**src/ssl_pkg.sv**
```systemverilog
package ssl_pkg;

  // register map
  localparam logic [7:0] SSL_CFG_OFFSET  = 8'h18;
  localparam logic [7:0] SSL_STAT_OFFSET = 8'h1C;
  localparam logic [7:0] SSL_CFG_RESET   = 8'h00;

  // configuration field positions
  localparam int SSL_RT_LSB   = 6;
  localparam int SSL_DYN_BIT  = 5;
  localparam int SSL_BL_LSB   = 3;
  localparam int SSL_DBL_BIT  = 2;
  localparam int SSL_DIS_BIT  = 1;
  localparam int SSL_EN_BIT   = 0;

  // clock
  localparam longint SSL_CLK_HZ = 125000000;

  // times in microseconds, figures as printed
  localparam longint SSL_GLITCH_US = 200;
  localparam longint SSL_BL0_US    = 5500;
  localparam longint SSL_BL1_US    = 16500;
  localparam longint SSL_BL2_US    = 55000;
  localparam longint SSL_BL3_US    = 165000;
  localparam longint SSL_RT1_US    = 400000;
  localparam longint SSL_RT2_US    = 4000000;
  localparam longint SSL_RT3_US    = 12000000;

  // cycle counts, least times round up
  localparam longint SSL_GLITCH_CYC = (SSL_GLITCH_US * SSL_CLK_HZ + 999999) / 1000000;
  localparam longint SSL_BL0_CYC    = (SSL_BL0_US * SSL_CLK_HZ + 999999) / 1000000;
  localparam longint SSL_BL1_CYC    = (SSL_BL1_US * SSL_CLK_HZ + 999999) / 1000000;
  localparam longint SSL_BL2_CYC    = (SSL_BL2_US * SSL_CLK_HZ + 999999) / 1000000;
  localparam longint SSL_BL3_CYC    = (SSL_BL3_US * SSL_CLK_HZ + 999999) / 1000000;
  localparam longint SSL_RT1_CYC    = (SSL_RT1_US * SSL_CLK_HZ + 999999) / 1000000;
  localparam longint SSL_RT2_CYC    = (SSL_RT2_US * SSL_CLK_HZ + 999999) / 1000000;
  localparam longint SSL_RT3_CYC    = (SSL_RT3_US * SSL_CLK_HZ + 999999) / 1000000;

  // retry field codes
  localparam logic [1:0] SSL_RT_LATCH = 2'h0;

  // analogue condition inputs
  typedef struct packed {
    logic cur_at_limit;
    logic below_pg_fall;
    logic below_9v;
    logic above_18v;
  } ssl_sense_type;

  // analogue control outputs
  typedef struct packed {
    logic switch_gate_drive;
    logic sense_amp_on;
    logic limit_double;
  } ssl_drive_type;

  typedef enum logic [1:0] {
    SSL_OFF,
    SSL_ON,
    SSL_RETRY,
    SSL_LATCHED
  } ssl_state_type;

endpackage : ssl_pkg

```
**src/ssl_supply_ctrl.sv**
```systemverilog
// Local design decision: the AHB-Lite slave port.
`timescale 1ns/10ps
// What this block does
// - retry field: 00 latch-off, 01 400 ms, 10 4 s, 11 12 s.
// - with retry field 00 the supply never restarts on its own.
// - blanking field: 00 5.5 ms, 01 16.5 ms, 10 55 ms, 11 165 ms.
// - dynamic blanking shortens the time only below the power-good falling threshold.
// - dynamic blanking between 9 V and 17 V uses half the time.
// - dynamic blanking below 9 V uses a quarter of the time.
// - double-limit bit and output above 18 V selects twice the limit.
// - limit-disable turns off the sense amplifier and all limiting.
// - supply enable turns on the external switch gate driver.
// - enable low holds retry, latch-off and blanking timers in reset.
// - enable pulses shorter than 200 us are ignored.
module ssl_supply_ctrl
  import ssl_pkg::*;
#(
  parameter longint BL0_CYC = SSL_BL0_CYC,
  parameter longint BL1_CYC = SSL_BL1_CYC,
  parameter longint BL2_CYC = SSL_BL2_CYC,
  parameter longint BL3_CYC = SSL_BL3_CYC,
  parameter longint RT1_CYC = SSL_RT1_CYC,
  parameter longint RT2_CYC = SSL_RT2_CYC,
  parameter longint RT3_CYC = SSL_RT3_CYC,
  parameter longint GLITCH_CYC = SSL_GLITCH_CYC
) (
  input  wire logic          hclk,
  input  wire logic          hresetn,
  input  wire logic          ce,
  input  wire logic          hsel,
  input  wire logic [31:0]   haddr,
  input  wire logic [1:0]    htrans,
  input  wire logic          hwrite,
  input  wire logic [2:0]    hsize,
  input  wire logic [31:0]   hwdata,
  input  wire logic          hready,
  output logic      [31:0]   hrdata,
  output logic               hreadyout,
  output logic               hresp,
  input  wire ssl_pkg::ssl_sense_type sense,
  output ssl_pkg::ssl_drive_type      drive
);
  import ssl_pkg::*;

  typedef struct packed {
    logic [7:0]    cfg;
    logic          wr_pend;
    logic          rd_pend;
    logic [7:0]    wr_addr;
    logic [31:0]   rdata;
    ssl_state_type st;
    logic [31:0]   bl_cnt;
    logic [31:0]   rt_cnt;
  } ssl_state_all_type;

  ssl_state_all_type s_r;
  ssl_state_all_type s_nxt;

  logic        en_filt;
  logic [1:0]  rt_sel;
  logic [1:0]  bl_sel;
  logic [31:0] bl_full;
  logic [31:0] bl_eff;
  logic [31:0] rt_len;
  logic        lim_active;
  logic        addr_ok;
  logic [7:0]  status;

  ssl_enable_filter #(
    .HOLD_CYC (32'(GLITCH_CYC))
  ) u_en_filter (
    .hclk     (hclk),
    .hresetn  (hresetn),
    .ce       (ce),
    .raw_in   (s_r.cfg[SSL_EN_BIT]),
    .filt_out (en_filt)
  );

  assign rt_sel     = s_r.cfg[SSL_RT_LSB +: 2];
  assign bl_sel     = s_r.cfg[SSL_BL_LSB +: 2];
  assign lim_active = !s_r.cfg[SSL_DIS_BIT];

  // programmed blanking length
  always_comb begin
    unique case (bl_sel)
      2'h0: bl_full = 32'(BL0_CYC);
      2'h1: bl_full = 32'(BL1_CYC);
      2'h2: bl_full = 32'(BL2_CYC);
      2'h3: bl_full = 32'(BL3_CYC);
    endcase
  end

  // dynamic shortening by output voltage
  always_comb begin
    bl_eff = bl_full;
    if (s_r.cfg[SSL_DYN_BIT] && sense.below_pg_fall) begin
      if (sense.below_9v) begin
        bl_eff = bl_full >> 2;
      end else begin
        bl_eff = bl_full >> 1;
      end
    end
    if (bl_eff == 32'h0000_0000) begin
      bl_eff = 32'h0000_0001;
    end
  end

  // retry period
  always_comb begin
    unique case (rt_sel)
      2'h0: rt_len = 32'h0000_0000;
      2'h1: rt_len = 32'(RT1_CYC);
      2'h2: rt_len = 32'(RT2_CYC);
      2'h3: rt_len = 32'(RT3_CYC);
    endcase
  end

  assign addr_ok = (haddr[7:0] == SSL_CFG_OFFSET) || (haddr[7:0] == SSL_STAT_OFFSET);
  assign status  = {4'h0, s_r.st == SSL_LATCHED, s_r.st == SSL_RETRY, drive.switch_gate_drive, en_filt};

  always_comb begin
    s_nxt = s_r;
    // bus data phase
    s_nxt.wr_pend = 1'b0;
    s_nxt.rd_pend = 1'b0;
    if (s_r.wr_pend && (s_r.wr_addr == SSL_CFG_OFFSET)) begin
      s_nxt.cfg = hwdata[7:0];
    end
    // bus address phase
    if (hsel && hready && htrans[1]) begin
      s_nxt.wr_pend = hwrite;
      s_nxt.rd_pend = !hwrite;
      s_nxt.wr_addr = haddr[7:0];
      s_nxt.rdata   = 32'h0000_0000;
      if (!hwrite && addr_ok) begin
        if (haddr[7:0] == SSL_CFG_OFFSET) begin
          s_nxt.rdata = {24'h000000, s_nxt.cfg};
        end else begin
          s_nxt.rdata = {24'h000000, status};
        end
      end
    end

    // supply state machine
    if (!en_filt) begin
      s_nxt.st     = SSL_OFF;
      s_nxt.bl_cnt = 32'h0000_0000;
      s_nxt.rt_cnt = 32'h0000_0000;
    end else begin
      unique case (s_r.st)
        SSL_OFF: begin
          s_nxt.st     = SSL_ON;
          s_nxt.bl_cnt = 32'h0000_0000;
        end
        SSL_ON: begin
          if (lim_active && sense.cur_at_limit) begin
            if (s_r.bl_cnt + 32'h0000_0001 >= bl_eff) begin
              s_nxt.bl_cnt = 32'h0000_0000;
              s_nxt.rt_cnt = 32'h0000_0000;
              if (rt_sel == SSL_RT_LATCH) begin
                s_nxt.st = SSL_LATCHED;
              end else begin
                s_nxt.st = SSL_RETRY;
              end
            end else begin
              s_nxt.bl_cnt = s_r.bl_cnt + 32'h0000_0001;
            end
          end else begin
            s_nxt.bl_cnt = 32'h0000_0000;
          end
        end
        SSL_RETRY: begin
          if (rt_sel == SSL_RT_LATCH) begin
            s_nxt.st = SSL_LATCHED;
          end else if (s_r.rt_cnt + 32'h0000_0001 >= rt_len) begin
            s_nxt.st     = SSL_ON;
            s_nxt.rt_cnt = 32'h0000_0000;
          end else begin
            s_nxt.rt_cnt = s_r.rt_cnt + 32'h0000_0001;
          end
        end
        SSL_LATCHED: begin
          s_nxt.st = SSL_LATCHED;
        end
      endcase
    end
  end

  always_ff @(posedge hclk or negedge hresetn) begin
    if (!hresetn) begin
      s_r     <= '0;
      s_r.cfg <= SSL_CFG_RESET;
      s_r.st  <= SSL_OFF;
    end else if (ce) begin
      s_r <= s_nxt;
    end
  end

  always_comb begin
    drive.switch_gate_drive = en_filt && (s_r.st == SSL_ON);
    drive.sense_amp_on      = lim_active;
    drive.limit_double      = s_r.cfg[SSL_DBL_BIT] && sense.above_18v;
  end

  assign hrdata    = s_r.rdata;
  assign hreadyout = 1'b1;
  assign hresp     = 1'b0;

endmodule : ssl_supply_ctrl

```
**src/ssl_enable_filter.sv**
```systemverilog
`timescale 1ns/10ps
module ssl_enable_filter
  import ssl_pkg::*;
#(
  parameter int unsigned HOLD_CYC = 32'(SSL_GLITCH_CYC)
) (
  input  wire logic hclk,
  input  wire logic hresetn,
  input  wire logic ce,
  input  wire logic raw_in,
  output logic      filt_out
);

  typedef struct packed {
    logic        out;
    logic [15:0] cnt;
  } ssl_filt_type;

  ssl_filt_type s_r;
  ssl_filt_type s_nxt;

  // output follows the raw level only after it has differed for the hold time
  always_comb begin
    s_nxt = s_r;
    if (raw_in == s_r.out) begin
      s_nxt.cnt = 16'h0000;
    end else if (s_r.cnt >= 16'(HOLD_CYC - 1)) begin
      s_nxt.out = raw_in;
      s_nxt.cnt = 16'h0000;
    end else begin
      s_nxt.cnt = s_r.cnt + 16'h0001;
    end
  end

  always_ff @(posedge hclk or negedge hresetn) begin
    if (!hresetn) begin
      s_r <= '0;
    end else if (ce) begin
      s_r <= s_nxt;
    end
  end

  assign filt_out = s_r.out;

endmodule : ssl_enable_filter

```
**config.mk**
```make
export PLATFORM = sky130hd
export DESIGN_NAME = ssl_supply_ctrl
export DESIGN_NICKNAME = d
export VERILOG_FILES = /design/src/ssl_pkg.sv /design/src/ssl_supply_ctrl.sv /design/src/ssl_enable_filter.sv
export SDC_FILE = /design/constraint.sdc
export NUM_CORES = 1
export LEC_CHECK = 0
export CAP_MARGIN = 20
export CORE_MARGIN = 3
export CORE_UTILIZATION = 40
export DETAILED_ROUTE_END_ITERATION = 8
export DONT_BUFFER_PORTS = 1
export PLACE_DENSITY = 0.56
export SYNTH_ARGS = -nofsm -noshare
export SYNTH_HDL_FRONTEND = slang
export SYNTH_HIERARCHICAL = 1
export SYNTH_SLANG_ARGS = --single-unit
```
**constraint.sdc**
```tcl
create_clock -name hclk -period 5.5 [get_ports hclk]
set_clock_uncertainty 0.2 [all_clocks]
set_input_delay 0.275 -clock hclk [delete_from_list [all_inputs] [get_ports hclk]]
set_output_delay 0.275 -clock hclk [all_outputs]
set_load 0.05 [all_outputs]
```
==> run metrics <==
DR DRC count=0; ys async rst share=100%; largest family of logic cells by synthesized area=simple AND/OR/NAND/NOR gates; Synth Area in XOR/XNOR=4.35%; Register Area=2700 sq um; global-route wire length before repair=30500 microns; complex-gate fraction of the synthesized area=between 10% and 20%; Pwr Total=roughly 1.7 mW; overall die width=146 microns; number of CTS-inserted buffers=9; Period minus WS final=about 5000 ps; Yosys top cell area share=around a third; Rel. slew slack=43.0%; CTS HTree Levels=3; CTS tree=built; hold crit path type=input port to flip-flop; Net count, final=1014; total grt overflow=0; Yosys top cell by area=dfrtp_1; P per Cell Area=197 nW/um^2; fin util=44.6%; layout cell share with drive strength beyond 1=under 10%; clk sink count=108; Pre-antenna DRT Iters=5; FF+latch count, synth=108; vias per cell=approximately 5.5; Ant. Diodes=0; post-synthesis adder-cell area fraction=8.91%; clock buffer depth=2; core box area=19000 sq um; endpoints failing setup=0; WL final=~18000 microns; Slew @ Worst Pin=855 ps; ys flop type=dfrtp_1; height of the die=146 microns; Worst Setup SP=s_r[0]; period utilization=90.2%; Root Buffer=clkbuf_16; Cell variety after synth=77; FMAX=0.202 GHz; initial antenna violation count=0; outcome=completed; gr usage total=17.2%; cell area after synthesis=between 7000 and 8000 sq um; Max Fanout on Critical Path=15; HPWL Detailed=12700 microns; Worst Setup Slack, final=roughly 540 ps; Worst R2R Start=s_r[0]; CP required=roughly 5600 ps; pre-CTS setup slack=545 ps; Fillers=1907; Post-synth EDFFs=0; IO Port Bufs=0; Post-CTS Setup Bufs=0; Starting Density=between 40% and 50%; clk slew on worst S/H paths=around 80 ps; vias in the first global route=5896; Routed Antenna Nets=0; die area=21400 sq um; commonest non-fill, non-tap cell in the layout=nand2_1; Synth Area per Inst=8.88 sq um; CP Class=flip-flop to flip-flop; Via Count=approximately 6.3k; Peak VDD IR=about 0.19 mV; most frequent cells in the layout=131 x nand2_1, 108 x dfrtp_1, 56 x ha_1; multi-input logic area=4730 sq um; crit start category=flip-flop; DRT iter0 DRCs=351; critical path arrival=5010 ps; Worst Hold Slack=16.5 ps; Slew Limit Fails=0; RSZ-0062 raised after global routing=false; max cap viols=0; YS warnings=6; Post-Syn Instances=885; CP Capture Type=flip-flop; final setup TNS=0 ps; final hold violation count=0; Seq/Total Area, Yosys=about a third; # IOs=116; Leakage=3.97 nW; Clock Latency Late Sink=360 ps; Hold Crit Start=haddr[3]; Post-Synth Simple-Gate Area=a little under a quarter; largest net degree at the start of global routing=around 110; post-DR wirelength/cell=15.9 microns; RePlAce Congestion=0.841; Rows=50; multiplexer share of the synthesized area=3.33%; synthesis-to-finish area growth=7.78%; top post-synthesis cells by area=dfrtp_1 34%, ha_1 8.9%, nand2_1 6.3%
## path summary, 6_finish.rpt
path / endpoint / slack (ps) / cells past startpoint
worst max-delay path: s_r[5] / 540 / 16
worst min-delay path: hrdata[4] / 20 / 2
worst max register to register: s_r[5] / 540 / 16
worst min register to register: s_r[101] / 300 / 1
max in group asynchronous: s_r[61] / 4300 / 2
min in group asynchronous: s_r[9] / 280 / 2
## cell families (layout without fill, tap and decap cells)
| kind of cell | count (synthesis) | count (layout) |
|---|---|---|
| mux | 24 | 24 |
| flops | 108 | 108 |
| buf+inv | 95 | 70 |
| simple gates | 358 | 358 |
| xor+xnor | 39 | 39 |
| fa+ha+maj | 56 | 56 |
| other cells | 2 | 26 |
| compound gates | 203 | 203 |
## cell usage after synthesis (4+ instances only)
cell       instances
dfrtp_1          108
ha_1              56
or3_1              8
a211oi_1           6
a2bb2oi_1         14
o31ai_2            7
nor3_1            14
buf_4             38
o21ai_0           39
nand4_1           26
xnor2_1           26
nor2_1            44
nor4_1             4
xor2_1            13
clkbuf_1          20
or2_2             11
o211ai_1           4
and3_1            14
o31ai_1            7
mux2_2            17
a21oi_1           33
a21o_1            26
nor2b_1            9
nand2b_1          17
o21bai_1           6
o21ai_1            4
and4_1             7
nand3_1           39
mux2i_1            7
and2_1            12
buf_2              9
a22o_1            20
nand2_1          131
inv_1             23
a31oi_1            6
## metrics by stage
stage / std cells / instance area [sq um]
after global placement: 1107 / 7920
after CTS: 1144 / 8470
final: 1144 / 8470
after floorplan: 909 / 7950
after detailed placement: 1108 / 7930
after global routing: 1144 / 8470
## power by group
part / total, mW / switching, mW / internal (mW)
sequential: 0.817 / 0.00921 / 0.808
clock: 0.714 / 0.342 / 0.372
combinational: 0.139 / 0.0969 / 0.0421
total: 1.67 / 0.448 / 1.22
## timing repair
action / CTS / global route
resized for setup: 0 / 0
hold buffers: 20 / 0
hold endpoints to repair: 143 / 0
## worst max-delay path, stage by stage (launching register included)
cell,delay [ps]
dfrtp_1,440
ha_1,310
and4_1,320
nand3_1,90
or3_1,570
nor3_2,280
nand2_1,100
nor2_1,190
xor2_1,180
ha_1,270
a21o_1,190
a21oi_1,190
o2111ai_1,130
a311oi_1,300
o2111ai_2,170
or2_1,560
o41ai_1,360
## registers in the layout, summed over array words and instances (netlist names)
register / flops
hrdata: 8
rt_sel: 2
s_r: 79
bl_sel: 2
u_en_filter/s_r: 16
u_en_filter/filt_out: 1
## metal layers
layer,GRT usage [%],up-vias,part of all wire (%)
met3,3.29,14,4.6
met2,27.3,116,45
met5,0,-,0
met1,24.5,3001,50
met4,3.48,0,0.97
li1,-,3133,-
## layout make-up
type                    instances  share of cell area [%]
inverters                      24                    1.06
repair buffers                 30                    3.54
well taps                     260                    3.84
clock buffers                   9                    2.66
multi-input cells             706                    55.8
clock inverters                 7                    1.18
flip-flops and latches        108                    31.9
(Power assumes the default switching activity.)
